[src/rtl/fld_pkg.sv]
package fld_pkg;

    // Clock and time base
    localparam int CLK_PERIOD_NS = 100;
    localparam int T_US_NS = 1000;
    localparam int CYC_PER_US = (T_US_NS + CLK_PERIOD_NS - 1) / CLK_PERIOD_NS;
    localparam int T_MS_US = 1000;

    // Indicator gating pattern, in microseconds
    localparam int IND_ON_US = 1;
    localparam int IND_OFF_US = 31;
    localparam int IND_PERIOD_US = IND_ON_US + IND_OFF_US;
    localparam int IND_W = $clog2(IND_PERIOD_US);

    // Setup window and quiet interval that closes a pulse burst
    localparam int SETUP_US = 128;
    localparam int TMR_W = $clog2(SETUP_US + 1);

    // Flash duration limit
    localparam int FLASH_LIMIT_MS = 800;

    // Pulse counts
    localparam int CNT_W = 5;
    localparam logic [CNT_W-1:0] STEP_MAX = 5'h11;
    localparam logic [CNT_W-1:0] PULSE_MIN_CNT = 5'h03;
    localparam logic [CNT_W-1:0] TORCH_STEP_OFFSET = 5'h02;
    localparam logic [CNT_W-1:0] STEP_TORCH_MIN = 5'h02;
    localparam logic [CNT_W-1:0] STEP_FLASH_MIN = 5'h06;
    localparam int TORCH_MS_MAX = int'(STEP_MAX - TORCH_STEP_OFFSET);

    // Current ratio word (sink current over bias current)
    localparam int RATIO_W = 13;
    localparam logic [RATIO_W-1:0] RATIO_OFF = 13'h0000;
    localparam logic [RATIO_W-1:0] RATIO_TORCH = 13'h0667;
    localparam logic [RATIO_W-1:0] RATIO_FULL = 13'h1de2;

    typedef enum logic [1:0] {FLD_OFF, FLD_INDICATOR, FLD_TORCH, FLD_FLASH} fld_mode_type;
    typedef enum logic [1:0] {FLD_S_IDLE, FLD_S_ARMED, FLD_S_COUNT, FLD_S_RUN} fld_state_type;

    // Mode chosen by a pulse count
    function automatic fld_mode_type fld_step_mode(input logic [CNT_W-1:0] cnt);
        if (cnt < STEP_TORCH_MIN) begin
            return FLD_INDICATOR;
        end else if (cnt < STEP_FLASH_MIN) begin
            return FLD_TORCH;
        end
        return FLD_FLASH;
    endfunction : fld_step_mode

    // Ratio chosen by a pulse count; indicator steps carry the torch ratio, gated later
    function automatic logic [RATIO_W-1:0] fld_step_ratio(input logic [CNT_W-1:0] cnt);
        case (cnt)
            5'h00, 5'h01: return RATIO_TORCH;
            5'h02: return 13'h01c0;
            5'h03: return 13'h03a1;
            5'h04: return 13'h0582;
            5'h05: return 13'h0763;
            5'h06: return 13'h0943;
            5'h07: return 13'h0b24;
            5'h08: return 13'h0d05;
            5'h09: return 13'h0ee6;
            5'h0a: return 13'h10c7;
            5'h0b: return 13'h12a8;
            5'h0c: return 13'h1489;
            5'h0d: return 13'h1669;
            5'h0e: return 13'h184a;
            5'h0f: return 13'h1a2b;
            5'h10: return 13'h1c0c;
            default: return RATIO_FULL;
        endcase
    endfunction : fld_step_ratio

endpackage : fld_pkg

[src/rtl/fld_if.sv]
`timescale 1ns/1ps
// Synchronised pin levels, their edges and the time base ticks
interface fld_if;
    logic p1;
    logic p2;
    logic p1_rise;
    logic p1_fall;
    logic p2_rise;
    logic p2_fall;
    logic us_tick;
    logic ms_tick;
    modport sync (output p1, output p2, output p1_rise, output p1_fall, output p2_rise, output p2_fall);
    modport tick (output us_tick, output ms_tick);
    modport core (input p1, input p2, input p1_rise, input p1_fall, input p2_rise, input p2_fall,
                  input us_tick, input ms_tick);
endinterface : fld_if

[src/rtl/fld_sync.sv]
`timescale 1ns/1ps
module fld_sync (
    input wire logic i_clk,
    input wire logic i_rst_n,
    input wire logic i_pin1,
    input wire logic i_pin2,
    fld_if.sync o_bus
);
    import fld_pkg::*;

    logic [1:0] meta_r; // First stage, read only by the second
    logic [1:0] sync_r; // Clean levels
    logic [1:0] prev_r; // Levels one cycle ago, for edges

    // Two-stage synchroniser plus history for the edge detector
    always_ff @(posedge i_clk or negedge i_rst_n) begin
        if (!i_rst_n) begin
            meta_r <= 2'h0;
            sync_r <= 2'h0;
            prev_r <= 2'h0;
        end else begin
            meta_r <= {i_pin2, i_pin1};
            sync_r <= meta_r;
            prev_r <= sync_r;
        end
    end

    // Levels and single-cycle edge pulses, all aligned to sync_r
    assign o_bus.p1 = sync_r[0];
    assign o_bus.p2 = sync_r[1];
    assign o_bus.p1_rise = sync_r[0] & ~prev_r[0];
    assign o_bus.p1_fall = ~sync_r[0] & prev_r[0];
    assign o_bus.p2_rise = sync_r[1] & ~prev_r[1];
    assign o_bus.p2_fall = ~sync_r[1] & prev_r[1];
endmodule : fld_sync

[src/rtl/fld_tick.sv]
`timescale 1ns/1ps
module fld_tick #(
    parameter int CYC_PER_US_P = fld_pkg::CYC_PER_US,
    parameter int US_PER_MS_P = fld_pkg::T_MS_US
) (
    input wire logic i_clk,
    input wire logic i_rst_n,
    fld_if.tick o_bus
);
    import fld_pkg::*;

    localparam int CW = $clog2(CYC_PER_US_P + 1);
    localparam int MW = $clog2(US_PER_MS_P + 1);

    logic [CW-1:0] cyc_r; // Cycles within the current microsecond
    logic [MW-1:0] us_r;  // Microseconds within the current millisecond

    // Microsecond divider
    always_ff @(posedge i_clk or negedge i_rst_n) begin
        if (!i_rst_n) begin
            cyc_r <= '0;
            o_bus.us_tick <= 1'b0;
        end else if (cyc_r == CW'(CYC_PER_US_P - 1)) begin
            cyc_r <= '0;
            o_bus.us_tick <= 1'b1;
        end else begin
            cyc_r <= cyc_r + 1'b1;
            o_bus.us_tick <= 1'b0;
        end
    end

    // Millisecond divider, advanced by microsecond ticks only
    always_ff @(posedge i_clk or negedge i_rst_n) begin
        if (!i_rst_n) begin
            us_r <= '0;
            o_bus.ms_tick <= 1'b0;
        end else if (o_bus.us_tick && us_r == MW'(US_PER_MS_P - 1)) begin
            us_r <= '0;
            o_bus.ms_tick <= 1'b1;
        end else begin
            if (o_bus.us_tick) begin
                us_r <= us_r + 1'b1;
            end
            o_bus.ms_tick <= 1'b0;
        end
    end
endmodule : fld_tick

[src/rtl/fld_top.sv]
`timescale 1ns/1ps
module fld_top #(
    parameter bit PULSE_COUNT_VARIANT = 1'b0,
    parameter int US_PER_MS = fld_pkg::T_MS_US,
    parameter int FLASH_LIMIT_MS = fld_pkg::FLASH_LIMIT_MS
) (
    input wire logic i_clk,
    input wire logic i_arst_n,
    input wire logic i_first_control_pin,
    input wire logic i_second_control_pin,
    output fld_pkg::fld_mode_type o_mode,
    output logic [fld_pkg::RATIO_W-1:0] o_current_ratio,
    output logic o_sink_on,
    output logic o_flash_timed_out
);
    import fld_pkg::*;

    // Widths that follow the parameters
    localparam int PW = $clog2(TORCH_MS_MAX * US_PER_MS + 1);
    localparam int FW = $clog2(FLASH_LIMIT_MS + 1);

    logic rst_meta_r; // Reset release, first stage
    logic rst_n_r;    // Reset used by all other logic

    fld_state_type state_r;    // Pulse-count session state
    logic method_b_r;          // Start method latched at the first second-pin rise
    logic [CNT_W-1:0] cnt_r;   // Pulse counter, saturating
    logic [TMR_W-1:0] tmr_us_r; // Window / quiet timer in microseconds
    logic [PW-1:0] pulse_us_r; // Remaining pulsed-indicator time
    logic [IND_W-1:0] ind_us_r; // Phase inside the indicator period
    logic [FW-1:0] flash_ms_r; // Time spent in flash mode
    logic timed_out_r;         // Flash limit reached

    logic both_low;   // Both pins low
    logic any_edge;   // Any pin edge this cycle
    logic tmr_clr;    // Restart the microsecond timer
    logic tmr_hit;    // Timer reaches the window length this cycle
    logic tmr_done;   // Timer at the window length
    logic cnt_inc;    // Count one pulse
    logic cnt_clr;    // Drop the count
    logic pulse_start; // Load the pulsed-indicator timer
    logic ind_on;     // Indicator on-phase
    fld_mode_type tgt_mode; // Decoded mode before the output flop
    logic [RATIO_W-1:0] tgt_ratio; // Decoded ratio before the output flop

    fld_if bus ();

    // Reset: assert at once, release after two clean edges
    always_ff @(posedge i_clk or negedge i_arst_n) begin
        if (!i_arst_n) begin
            rst_meta_r <= 1'b0;
            rst_n_r <= 1'b0;
        end else begin
            rst_meta_r <= 1'b1;
            rst_n_r <= rst_meta_r;
        end
    end

    // Pin synchroniser and edge detector
    fld_sync u_sync (
        .i_clk(i_clk),
        .i_rst_n(rst_n_r),
        .i_pin1(i_first_control_pin),
        .i_pin2(i_second_control_pin),
        .o_bus(bus)
    );

    // Microsecond and millisecond enables
    fld_tick #(
        .CYC_PER_US_P(CYC_PER_US),
        .US_PER_MS_P(US_PER_MS)
    ) u_tick (
        .i_clk(i_clk),
        .i_rst_n(rst_n_r),
        .o_bus(bus)
    );

    assign both_low = !bus.p1 && !bus.p2;
    assign any_edge = bus.p1_rise || bus.p1_fall || bus.p2_rise || bus.p2_fall;

    // Timer restart: static variant and method B measure quiet time since the last edge;
    // method A measures a fixed delay from the session start instead
    always_comb begin
        if (PULSE_COUNT_VARIANT) begin
            tmr_clr = (state_r == FLD_S_IDLE && !both_low) ||
                      (state_r == FLD_S_COUNT && method_b_r && any_edge);
        end else begin
            tmr_clr = any_edge;
        end
    end

    assign tmr_done = (tmr_us_r == TMR_W'(SETUP_US));
    assign tmr_hit = bus.us_tick && !tmr_clr && (tmr_us_r == TMR_W'(SETUP_US - 1));

    // Microsecond timer, saturates at the window length
    always_ff @(posedge i_clk or negedge rst_n_r) begin
        if (!rst_n_r) begin
            tmr_us_r <= '0;
        end else if (tmr_clr) begin
            tmr_us_r <= '0;
        end else if (bus.us_tick && !tmr_done) begin
            tmr_us_r <= tmr_us_r + 1'b1;
        end
    end

    // Pulse counting: second-pin falls with the first pin low, or first-pin falls in a session
    always_comb begin
        if (PULSE_COUNT_VARIANT) begin
            cnt_inc = (state_r == FLD_S_COUNT) && bus.p1_fall;
            cnt_clr = (state_r == FLD_S_IDLE);
        end else begin
            cnt_inc = !bus.p1 && bus.p2_fall;
            cnt_clr = tmr_hit || bus.p1;
        end
    end

    // Saturating pulse counter; 17 and above behave alike
    always_ff @(posedge i_clk or negedge rst_n_r) begin
        if (!rst_n_r) begin
            cnt_r <= '0;
        end else if (cnt_clr) begin
            cnt_r <= '0;
        end else if (cnt_inc && cnt_r != STEP_MAX) begin
            cnt_r <= cnt_r + 1'b1;
        end
    end

    // A burst closes after a quiet window; fewer than three pulses are noise
    assign pulse_start = !PULSE_COUNT_VARIANT && tmr_hit && both_low && cnt_r >= PULSE_MIN_CNT;

    // Self-timed indicator pulse; the host does nothing further once loaded
    always_ff @(posedge i_clk or negedge rst_n_r) begin
        if (!rst_n_r) begin
            pulse_us_r <= '0;
        end else if (pulse_start) begin
            pulse_us_r <= PW'(int'(cnt_r - TORCH_STEP_OFFSET) * US_PER_MS);
        end else if (bus.us_tick && pulse_us_r != '0) begin
            pulse_us_r <= pulse_us_r - 1'b1;
        end
    end

    // Session sequencer for the pulse-count variant
    always_ff @(posedge i_clk or negedge rst_n_r) begin
        if (!rst_n_r) begin
            state_r <= FLD_S_IDLE;
            method_b_r <= 1'b0;
        end else if (PULSE_COUNT_VARIANT) begin
            case (state_r)
                FLD_S_IDLE: begin
                    // A second-pin rise straight from idle picks the method at once
                    if (bus.p2_rise) begin
                        method_b_r <= !bus.p1;
                        state_r <= FLD_S_COUNT;
                    end else if (!both_low) begin
                        state_r <= FLD_S_ARMED;
                    end
                end
                FLD_S_ARMED: begin
                    if (bus.p2_rise) begin
                        method_b_r <= !bus.p1;
                        state_r <= FLD_S_COUNT;
                    end else if (both_low) begin
                        state_r <= FLD_S_IDLE;
                    end
                end
                FLD_S_COUNT: begin
                    if (method_b_r) begin
                        // Method B: current starts at the second rise of the second pin
                        if (bus.p2_rise) begin
                            state_r <= FLD_S_RUN;
                        end else if (both_low && tmr_done) begin
                            state_r <= FLD_S_IDLE;
                        end
                    end else begin
                        // Method A: current starts a fixed delay after the session start
                        if (both_low) begin
                            state_r <= FLD_S_IDLE;
                        end else if (tmr_done) begin
                            state_r <= FLD_S_RUN;
                        end
                    end
                end
                FLD_S_RUN: begin
                    if (both_low) begin
                        state_r <= FLD_S_IDLE;
                    end
                end
                default: begin
                    state_r <= FLD_S_IDLE;
                end
            endcase
        end
    end

    // Mode and ratio decode
    always_comb begin
        tgt_mode = FLD_OFF;
        tgt_ratio = RATIO_OFF;
        if (PULSE_COUNT_VARIANT) begin
            if (state_r == FLD_S_RUN && !both_low) begin
                tgt_mode = fld_step_mode(cnt_r);
                tgt_ratio = fld_step_ratio(cnt_r);
            end
        end else begin
            case ({bus.p1, bus.p2})
                2'b10: begin
                    tgt_mode = FLD_INDICATOR;
                    tgt_ratio = RATIO_TORCH;
                end
                2'b01: begin
                    tgt_mode = FLD_TORCH;
                    tgt_ratio = RATIO_TORCH;
                end
                2'b11: begin
                    tgt_mode = FLD_FLASH;
                    tgt_ratio = RATIO_FULL;
                end
                default: begin
                    // Pins low: only a running pulsed indicator keeps the sink busy
                    if (pulse_us_r != '0) begin
                        tgt_mode = FLD_TORCH;
                        tgt_ratio = RATIO_TORCH;
                    end
                end
            endcase
        end
    end

    // Indicator phase; first on-time may be short because the tick phase is free-running
    always_ff @(posedge i_clk or negedge rst_n_r) begin
        if (!rst_n_r) begin
            ind_us_r <= '0;
        end else if (tgt_mode != FLD_INDICATOR) begin
            ind_us_r <= '0;
        end else if (bus.us_tick) begin
            ind_us_r <= (ind_us_r == IND_W'(IND_PERIOD_US - 1)) ? '0 : ind_us_r + 1'b1;
        end
    end

    assign ind_on = (ind_us_r < IND_W'(IND_ON_US));

    // Flash limit timer, cleared whenever the mode is not flash
    always_ff @(posedge i_clk or negedge rst_n_r) begin
        if (!rst_n_r) begin
            flash_ms_r <= '0;
            timed_out_r <= 1'b0;
        end else if (tgt_mode != FLD_FLASH) begin
            flash_ms_r <= '0;
            timed_out_r <= 1'b0;
        end else if (bus.ms_tick && !timed_out_r) begin
            if (flash_ms_r == FW'(FLASH_LIMIT_MS - 1)) begin
                timed_out_r <= 1'b1;
            end else begin
                flash_ms_r <= flash_ms_r + 1'b1;
            end
        end
    end

    // Output flops
    always_ff @(posedge i_clk or negedge rst_n_r) begin
        if (!rst_n_r) begin
            o_mode <= FLD_OFF;
            o_current_ratio <= RATIO_OFF;
            o_sink_on <= 1'b0;
            o_flash_timed_out <= 1'b0;
        end else begin
            o_mode <= tgt_mode;
            o_current_ratio <= tgt_ratio;
            o_sink_on <= (tgt_mode != FLD_OFF) && !timed_out_r &&
                         (tgt_mode != FLD_INDICATOR || ind_on);
            o_flash_timed_out <= timed_out_r;
        end
    end
endmodule : fld_top

[config.mk]
export PLATFORM = sky130hd
export DESIGN_NAME = fld_top
export DESIGN_NICKNAME = d
export VERILOG_FILES = /design/src/rtl/fld_pkg.sv /design/src/rtl/fld_if.sv /design/src/rtl/fld_sync.sv /design/src/rtl/fld_tick.sv /design/src/rtl/fld_top.sv
export SDC_FILE = /design/constraint.sdc
export NUM_CORES = 1
export LEC_CHECK = 0
export ABC_CLOCK_PERIOD_IN_PS = 2900
export BUFFER_PORTS_ARGS = -buffer_cell sky130_fd_sc_hd__buf_2
export CORE_ASPECT_RATIO = 1.5
export CORE_UTILIZATION = 45
export DETAILED_ROUTE_END_ITERATION = 12
export MAX_ROUTING_LAYER = met4
export PLACE_DENSITY_LB_ADDON = 0.25
export RECOVER_POWER = 100
export SLEW_MARGIN = 5
export SYNTH_ARGS = -nofsm -noshare
export SYNTH_HDL_FRONTEND = slang
export SYNTH_HIERARCHICAL = 1
export SYNTH_SLANG_ARGS = --single-unit
[constraint.sdc]
create_clock -name i_clk -period 2.9 [get_ports i_clk]
set_clock_uncertainty 0.05 [all_clocks]
set_input_delay 0.145 -clock i_clk [delete_from_list [all_inputs] [get_ports i_clk]]
set_output_delay 0.145 -clock i_clk [all_outputs]
set_load 0.02 [all_outputs]
======== Yosys cells after proc, flatten, opt, wreduce, memory -nomap -nowiden ========
Cells that the tools add are included.
word-level totals
  register bits after elaboration ......... 84
  word-level logic and storage cells ...... 110
operators by class
  add/subtract/negate cells ............... 8
  multiply operators ...................... 1
  order comparisons ....................... 2
  equality and inequality tests ........... 13
  mux-type cells .......................... 24
  bitwise logic cells ..................... 8
  reduce and logical (&&, ||, !) cells .... 35
operators with widths
  cell                                                                    count
  10-bit 2-to-1 mux                                                       5
  14-bit 2-to-1 mux                                                       2
  13-bit one-hot mux with 2 select lines                                  1
  5-bit 2-to-1 mux                                                        5
  10-bit by 1-bit adder with 10-bit output (second input constant)        2
  10-bit == test (second input constant)                                  2
  8-bit 2-to-1 mux                                                        2
  2-bit nonzero test                                                      8
  14-bit nonzero test                                                     1
  14-bit by 1-bit subtractor with 14-bit output (second input constant)   1
  1-bit logical AND                                                       13
  6-bit by 8-bit multiplier with 11-bit output (second input constant)    1
  11-bit 2-to-1 mux                                                       1
  5-bit by 1-bit adder with 5-bit output (second input constant)          2
  8-bit by 1-bit adder with 8-bit output (second input constant)          1
  8-bit by 7-bit == test with 1-bit output (second input constant)        1
  8-bit == test (second input constant)                                   1
  2-bit one-hot mux with 3 select lines                                   1
  5-bit by 2-bit subtractor with 6-bit output (second input constant)     1
  5-bit == test (second input constant)                                   1
  5-bit by 2-bit >= comparator with 1-bit output (second input constant)  1
  1-bit logical NOT                                                       5
  1-bit logical OR                                                        5
  5-bit by 1-bit < comparator with 1-bit output (second input constant)   1
  other kinds (14)                                                        27

======== Logic depth before layout (Yosys ltp) ========
Gate-level depths: netlist of the first run.
  word-level depth ........................ 11
  gate-level depth with buffers ........... 17
  mapped depth without buffers ............ 17

======== Hierarchy ========
Netlist of the first run, hierarchy kept.
by module, submodules not included
  module    instances  cells each  area an instance (um^2)
  fld_top   1          374         3,649.8
  fld_tick  1          71          755.7
  fld_sync  1          10          185.2

======== Least setup slack after synthesis of the first run ========
OpenSTA, ideal clock, no wires.
  kind .................................... register -> register
  start point ............................. reg cnt_r[3]
  end point ............................... reg pulse_us_r[12]
  library setup time ...................... 0.077 ns
  arrival time ............................ 3.869 ns
  setup slack ............................. -1.096 ns
  stages on the path, launching flop included .. 18
  period minus slack after synthesis ...... 3.996 ns
  path through ............................ dfrtp_1 clkbuf_1 nor3_1 xor2_1 inv_1 fa_1 inv_1 ha_1 inv_1 fa_1 inv_1 ha_1 fa_1 a21o_1 a21oi_1 xnor2_1 nor2_1 a21oi_1
between the ends
  longest elaborated chain between the ends .. 3
ends and longest elaborated chain
  item                                                                                                           line                            text
  start, declared                                                                                                fld_top.sv:27                   logic [CNT_W-1:0] cnt_r;
  start signal, assigned                                                                                         fld_top.sv:124                  cnt_r <= cnt_r + 1'b1;
  5-bit by 2-bit subtractor with 6-bit output or 5-bit by 2-bit >= comparator with 1-bit output (tied branches)  fld_top.sv:136, fld_top.sv:129
  6-bit by 8-bit multiplier with 11-bit output or 1-bit logical AND (tied branches)                              fld_top.sv:136, fld_top.sv:129
  14-bit 2-to-1 mux or 2-bit nonzero test (tied branches)                                                        -
  end signal, assigned                                                                                           fld_top.sv:136                  pulse_us_r <= PW'(int'(cnt_r - TORCH_STEP_OFFSET) * US_PER_MS);
  end signal, assigned                                                                                           fld_top.sv:138                  pulse_us_r <= pulse_us_r - 1'b1;
  end, declared                                                                                                  fld_top.sv:29                   logic [PW-1:0] pulse_us_r;
Parallel ways exist; a longest one is shown, timed or not.
A chain may end at the register's enable or synchronous reset.

======== Worst setup path after layout of the first run ========
  start point ............................. reg cnt_r[2]
  end point ............................... reg pulse_us_r[12]
The elaborated chain is that of the path after synthesis.

==> metrics.txt, run 1 <==
result of the run finished, violations left; violated checks DRC, capacitance limit, slew limit, setup timing; clk buf depth 2; final hold vios 0; DIE AREA 10620 um^2; syn_area_per_cell 10.09 um^2; Setup crit end kind flop; minimum clock period 3.821 ns; met2 wire length 4855 um; WL met1 3634 um; share of cells above drive strength 1 0.1942; Peak VDD IR about 650 uV; number of antenna violations at the first check in global routing 0; clock root buffer clkbuf_16; Initial Util 0.4685; Synth Flop Type dfrtp_1; final antenna diode count 0; CP Launch Type flop; number of DRC markers in iteration 0 96; CP max FO 3; Worst-path clk slew roughly 0.060 ns; Seq cells post-synth 74; routability-driven placement congestion ratio 0.8108; CTS tree done; Slew headroom -0.1724; Post-Syn Area 4591 um^2; Final period util 1.318; core area between 9000 and 10000 um^2; first-pass GRT wire length 15400 um; I/O Pins 21; Critical Path RT roughly 3.1 ns; Max Freq between 200 and 300 MHz; Worst Max-Slew Pin Slew 1.759 ns; Final ANT Viol Nets 0; die extent in y between 100 and 150 um; Vias 3345; DIE WIDTH 84.47 um; routed vias/inst 5.310; Final Max Slew Viols 73; aggregate routed wire length 8759 um; Post-synth EDFFs 0; clk sinks 74; Post-Synthesis Cells 455; Setup-failing EPs final 6; Worst R2R Start cnt_r[2]$_DFFE_PN0P_; Layout area overhead 18.70%; number of remaining DRC errors 1; Critical Path Source cnt_r[2]$_DFFE_PN0P_; Worst Path Arrival 4.03 ns; worst-skew pair later-pin latency 0.33 ns; detailed placer's ending HPWL 6335 um; row cnt 44; post-synthesis sequential area ratio 0.4034; WL met3 150 um; Leak 2.540 nW; largest net degree at the start of global routing 73; I/O Buffers 18; maxcap violations 1; post-synth cell types 66; drt pass-1 iters 8; Yosys warnings 6; reg2reg path depth 16; fraction of registers with async set/reset 1.000; WS Path Type reg -> reg; fin worst setup slack -0.9208 ns; P per Cell Area 560.6 nW/um^2; CTS H-tree depth 3; cts bufs inserted 9; wire per inst 13.90 um; overall fraction of global-route tracks in use 0.1862; Top Layer Used met4; Final #Nets around 560; RSZ-0062 raised after global routing yes; GRT Residual Overflow 0; fin util 0.5561; setup TNS -4.156 ns; min-delay worst type in -> async; vias in the first global route 3435
worst max-delay path, cell delays in order (launching register included):
cell	delay, ns
dfrtp_1	0.42
inv_2	0.08
ha_4	0.30
xor2_4	0.19
xor2_2	0.21
ha_1	0.26
inv_1	0.07
fa_1	0.44
fa_1	0.52
inv_2	0.05
ha_4	0.16
fa_2	0.40
a21o_1	0.21
a21oi_2	0.13
xnor2_1	0.13
nor2_1	0.05
a21oi_1	0.11
synthesized netlist by cell type (5+ instances only):
master	number	area [um^2]
o21ai_0	9	45.04
mux2i_1	8	80.08
nor3_1	11	55.05
or3_1	5	31.28
inv_1	44	165.2
nand3_1	14	70.07
xor2_1	23	201.4
a21oi_1	17	85.08
and2_1	11	68.82
xnor2_1	22	192.7
fa_1	9	180.2
and3_1	5	31.28
dfrtp_1	74	1852
nand2_1	19	71.32
buf_4	10	75.07
clkbuf_1	6	22.52
ha_1	38	475.5
nor2_1	38	142.6
nor2b_1	8	50.05
nand4_1	9	56.30
stage by stage:
step / setup slack (ns) / cell area (um^2) / total power [mW] / hold WS [ns] / instances
finish: -0.9208 / 5449 / 3.054 / 0.07456 / 630
global route: -1.063 / 5449 / 3.228 / 0.08489 / 630
CTS: -0.8988 / 5474 / 3.057 / 0.06022 / 626
detailed placement: -0.9620 / 5097 / 1.901 / -0.1186 / 605
global placement: -0.8522 / 5097 / 1.870 / -0.1207 / 605
floorplan: -0.8199 / 4705 / 1.634 / -0.2006 / 456
logic make-up (layout without fill, tap and decap cells):
| family | after synthesis | in the layout | synth area share |
|---|---|---|---|
| compound gates | 58 | 58 | 0.08749 |
| xor+xnor | 46 | 46 | 0.08940 |
| other cells | 2 | 3 | 0.001636 |
| simple gates | 154 | 154 | 0.1905 |
| mux | 9 | 9 | 0.02071 |
| fa+ha+maj | 47 | 47 | 0.1428 |
| flops | 74 | 74 | 0.4034 |
| buf+inv | 65 | 124 | 0.06405 |
power by group:
| group | switching (mW) | total, mW | leakage [nW] | internal (mW) |
|---|---|---|---|---|
| combinational | 0.402 | 0.867 | 1.40 | 0.464 |
| clock | 0.416 | 1.13 | 0.153 | 0.713 |
| sequential | 0.0107 | 1.06 | 0.990 | 1.05 |
routing by layer:
| metal | vias up | global-route usage |
|---|---|---|
| met5 | - | - |
| met4 | 0 | 0.07577 |
| met3 | 12 | 0.03211 |
| met2 | 30 | 0.3332 |
| met1 | 1669 | 0.2038 |
| li1 | 1634 | - |
placed cells by master, fill, tap and decap left out, types with 4 or more instances in the layout:
cell,synthesis,final
mux2i_1,8,8
xnor2_1,22,22
a21oi_1,17,14
and2_1,11,4
o21ai_1,4,4
and3_1,5,5
or3_1,5,4
inv_2,0,5
dfrtp_1,74,72
nand2_1,19,20
xor2_1,23,18
nand3_1,14,14
ha_4,0,5
clkbuf_1,6,19
o21ai_0,9,9
nor2b_1,8,8
and2b_2,4,4
nor3_1,11,10
buf_4,10,39
fa_1,9,8
nor2_1,38,38
nor4_1,3,4
and2_0,1,8
clkbuf_16,0,9
ha_1,38,33
xor2_2,0,4
a21o_1,4,4
inv_1,44,38
nand4_1,9,10
final cells by class:
type / count / area (um^2)
timing repair buffer: 64 / 416.7
clock inverter: 4 / 48.80
sequential: 74 / 1854
fill: 905 / 4350
clock buffer: 12 / 256.5
inverter: 44 / 167.7
tap: 115 / 143.9
multi-input combinational: 317 / 2561
flip-flops by register name, summed over array words and instances (netlist names), 3 cells and up:
signal	flops
o_current_ratio	3
ind_us_r	5
u_tick/cyc_r	4
flash_ms_r	10
cnt_r	5
pulse_us_r	14
u_tick/us_r	10
tmr_us_r	8
path summary, 6_finish.rpt:
path | slack [ns] | endpoint
setup / recovery | -0.92 | pulse_us_r[12]$_DFFE_PN0P_
hold / removal | 0.07 | rst_meta_r$_DFF_PN0_
setup reg to reg | -0.92 | pulse_us_r[12]$_DFFE_PN0P_
hold reg to reg | 0.31 | rst_n_r$_DFF_PN0_
max in group asynchronous | 0.88 | cnt_r[1]$_DFFE_PN0P_
min in group i_clk | 0.31 | rst_n_r$_DFF_PN0_
timing repair:
item                                    in CTS  in global routing
endpoints found under the setup margin       6                  6
hold buffers                                 3                  0
buffers inserted                             2                  4
hold endpoints to repair                     4                  0
gates resized for setup                      3                  5
cloned                                       0                  0
pin swaps                                    2                  8
No activity file was read; power rests on OpenSTA's default activity.
==> inputs of run 2 (changes only) <==
ABC_AREA = 1   (was not set)
SLEW_MARGIN = 20   (was 5)
==> run 2 against run 1 <==
  * Largest power group unchanged
  * Sequential cell count is the same
  * Global-route usage increased by 1.7 points
  * Combinational power down 14%
  * The run ends with setup timing left
  * Worst hold slack better by 0.0097 ns
  * Largest cell class unchanged
==> metrics.txt, run 2 <==
final hold vios 0 (unchanged); Setup-failing EPs final 6 (unchanged); Post-synth EDFFs 0 (unchanged); most frequent cells in the layout 142 x nand2_1, 99 x inv_1, 77 x nor2_1; drt pass-1 iters 5 (-3); I/O Buffers 18 (unchanged); Top Layer Used met4; Leak 3.109 nW (+22%); P per Cell Area 486.4 nW/um^2 (-13%); post-synthesis sequential area ratio 0.3615 (-0.04188); post-synth cell types 36 (-45%); max reg flops 14 (unchanged); Layout area overhead 17.10%; Worst Max-Slew Pin Slew 1.420 ns (-0.3386 ns); Final Max Slew Viols 0 (-100%); largest net degree at the start of global routing 35 (-52%); clk sinks 74 (unchanged); detailed placer's ending HPWL 8002 um (+26%); Vias 4260 (+27%); met2 wire length 5700 um (+17%); Setup crit end kind flop; final antenna diode count 0 (unchanged); CTS H-tree depth 3 (unchanged); core area 11060 um^2 (+13%); Worst Path Arrival 3.70 ns (-0.33 ns); most common library cells after synthesis 146 x nand2_1, 110 x inv_1, 74 x dfrtp_1, 74 x nor2_1, 55 x nand3_1; first-pass GRT wire length 18230 um (+18%); share of cells above drive strength 1 0.1739 (-0.02032); R2R setup slack -0.62 ns (+0.30 ns); min-delay worst type in -> async; routed vias/inst 4.919 (-7.4%); result of the run finished, violations left; CP max FO 3 (unchanged); violated checks setup timing; DIE WIDTH 89.12 um (+5.5%); Post-Synthesis Cells 665 (+46%); overall fraction of global-route tracks in use 0.2035 (+0.01731); row cnt 47 (+6.8%); reg2reg path depth 17 (+1); fin worst setup slack -0.6225 ns (+0.2983 ns); most frequent cell after synthesis nand2_1; fraction of registers with async set/reset 1.000 (unchanged); WL met3 229 um (+53%); RSZ-0062 raised after global routing yes; Cell Count Post-Placement 842 (+39%); ranking of synthesized cells by area dfrtp_1 36%, nand2_1 11%, ha_1 9.3%; Final ANT Viol Nets 0 (unchanged); GRT Residual Overflow 0 (unchanged); Critical Path RT 3.07 ns (-0.04 ns); Yosys warnings 6 (unchanged); aggregate routed wire length 10630 um (+21%); number of antenna violations at the first check in global routing 0 (unchanged); wire per inst 12.27 um (-12%); Slew headroom 0.05327 (+0.2257); number of remaining DRC errors 0 (-1); WS Path Type reg -> reg; vias in the first global route 4265 (+24%); Top Registers pulse_us_r x14, flash_ms_r x10, u_tick/us_r x10; WL met1 4456 um (+23%); DIE AREA 11820 um^2 (+11%); Worst-path clk slew 0.06 ns (about the same); Initial Util 0.4633 (-0.005131); Final #Nets 765 (+36%); number of DRC markers in iteration 0 168 (+75%); CTS tree done; Final period util 1.215 (-0.1029); cts bufs inserted 9 (unchanged); fill count 1077 (+19%); minimum clock period 3.522 ns (-0.2983 ns); maxcap violations 0 (-1); I/O Pins 21 (unchanged); syn_area_per_cell 7.703 um^2 (-24%); overall power 2.918 mW (-4.5%); Seq cells post-synth 74 (unchanged); routability-driven placement congestion ratio 0.9158 (+13%); Synth Flop Type dfrtp_1; worst-skew pair later-pin latency 0.33 ns (about the same); clock root buffer clkbuf_16; Biggest register pulse_us_r; area leader, netlist dfrtp_1; Peak VDD IR 366.5 uV (-44%); Layout Cells excl Fill 866 (+37%); clk buf depth 2 (unchanged); CP Launch Type flop; die extent in y 132.7 um (+5.5%); Post-Syn Area 5122 um^2 (+12%); most common cell after layout, fill and taps aside nand2_1; Max Freq 283.9 MHz (+8.5%); post-synth top area share 0.3615 (-0.04188)
==> run 2: cell types whose count changed after synthesis, moves of 11 or more <==
| cell | previous run | this run |
|---|---|---|
| inv_1 | 44 | 110 |
| nor2_1 | 38 | 74 |
| nand2_1 | 19 | 146 |
| xor2_1 | 23 | 12 |
| nand3_1 | 14 | 55 |
| nor2_2 | 0 | 16 |
| o21ai_0 | 9 | 20 |
| xnor2_1 | 22 | 5 |
| and2_1 | 11 | 0 |
==> run 2: area by class of cell <==
cell class | instances | area, um^2 | area share
clock buffers | 14 | 254.0 | 0.04234
multi-input cells | 461 | 2900 | 0.4835
repair buffers | 52 | 330.3 | 0.05507
well taps | 147 | 183.9 | 0.03066
flip-flops and latches | 74 | 1854 | 0.3091
inverters | 116 | 437.9 | 0.07301
clock inverters | 2 | 37.54 | 0.006258
==> run 2: cells by family (layout without fill, tap and decap cells) <==
family / after synthesis / count (layout) / share of synthesized area
xor gates and xnor gates: 17 / 17 / 0.02907
DFF: 74 / 74 / 0.3615
buffers and inverters: 131 / 184 / 0.1085
and+or+nand+nor: 341 / 341 / 0.3144
other: 2 / 3 / 0.001466
AOI/OAI and AO/OA: 53 / 53 / 0.05716
adders and majority gates: 47 / 47 / 0.1280
==> run 2: routing by layer <==
metal  vias up  GRT usage
li1       2161          -
met1      2025     0.2214
met2        53     0.3567
met3        21    0.03930
met4         0    0.07848
met5         -          -
==> run 2: what timing repair did <==
| item | in CTS | in global routing |
|---|---|---|
| hold buffers | 3 | 0 |
| setup buffers | 4 | 1 |
| endpoints found under the setup margin | 6 | 7 |
| hold endpoints to repair | 4 | 0 |
| pin swaps | 16 | 9 |
| resized for setup | 12 | 8 |
| gates cloned | 0 | 0 |
==> run 2: stage by stage <==
stage / setup slack, ns / TNS [ns] / utilization / hold slack [ns] / area, um^2
global placement: -0.6141 / -3.101 / 0.5077 / -0.1200 / 5613
floorplan: -0.6221 / -3.007 / - / -0.2006 / 5263
finish: -0.6225 / -3.144 / 0.5426 / 0.08422 / 5998
detailed placement: -0.6597 / -3.290 / 0.5077 / -0.1168 / 5613
global route: -0.8767 / -4.450 / 0.5426 / 0.08844 / 5998
CTS: -0.6446 / -3.100 / 0.5439 / 0.06320 / 6013
==> run 2: power by group <==
group,internal (mW),switching (mW)
registers,1.05,0.0235
clock network,0.691,0.403
logic,0.344,0.404
==> run 2: critical path, cell delays in order, from the launching register on <==
cell,delay [ns]
dfrtp_1,0.37
inv_2,0.06
ha_4,0.27
xor2_2,0.16
xor2_1,0.15
inv_1,0.08
ha_1,0.28
inv_1,0.07
fa_1,0.42
fa_1,0.51
inv_2,0.05
ha_4,0.15
fa_2,0.37
nand3_2,0.08
a21oi_2,0.05
nand3b_1,0.15
nand3_1,0.07
nand2_1,0.06
==> run 2: path summary, 6_finish.rpt <==
kind / from / endpoint
setup reg to reg: cnt_r[2]$_DFFE_PN0P_ / pulse_us_r[12]$_DFFE_PN0P_
min in group i_clk: u_sync/meta_r[1]$_DFF_PN0_ / u_sync/sync_r[1]$_DFF_PN0_
max in group asynchronous: rst_n_r$_DFF_PN0_ / timed_out_r$_DFFE_PN0P_
hold reg to reg: u_sync/meta_r[1]$_DFF_PN0_ / u_sync/sync_r[1]$_DFF_PN0_
hold / removal: i_arst_n / rst_meta_r$_DFF_PN0_
setup / recovery: cnt_r[2]$_DFFE_PN0P_ / pulse_us_r[12]$_DFFE_PN0P_
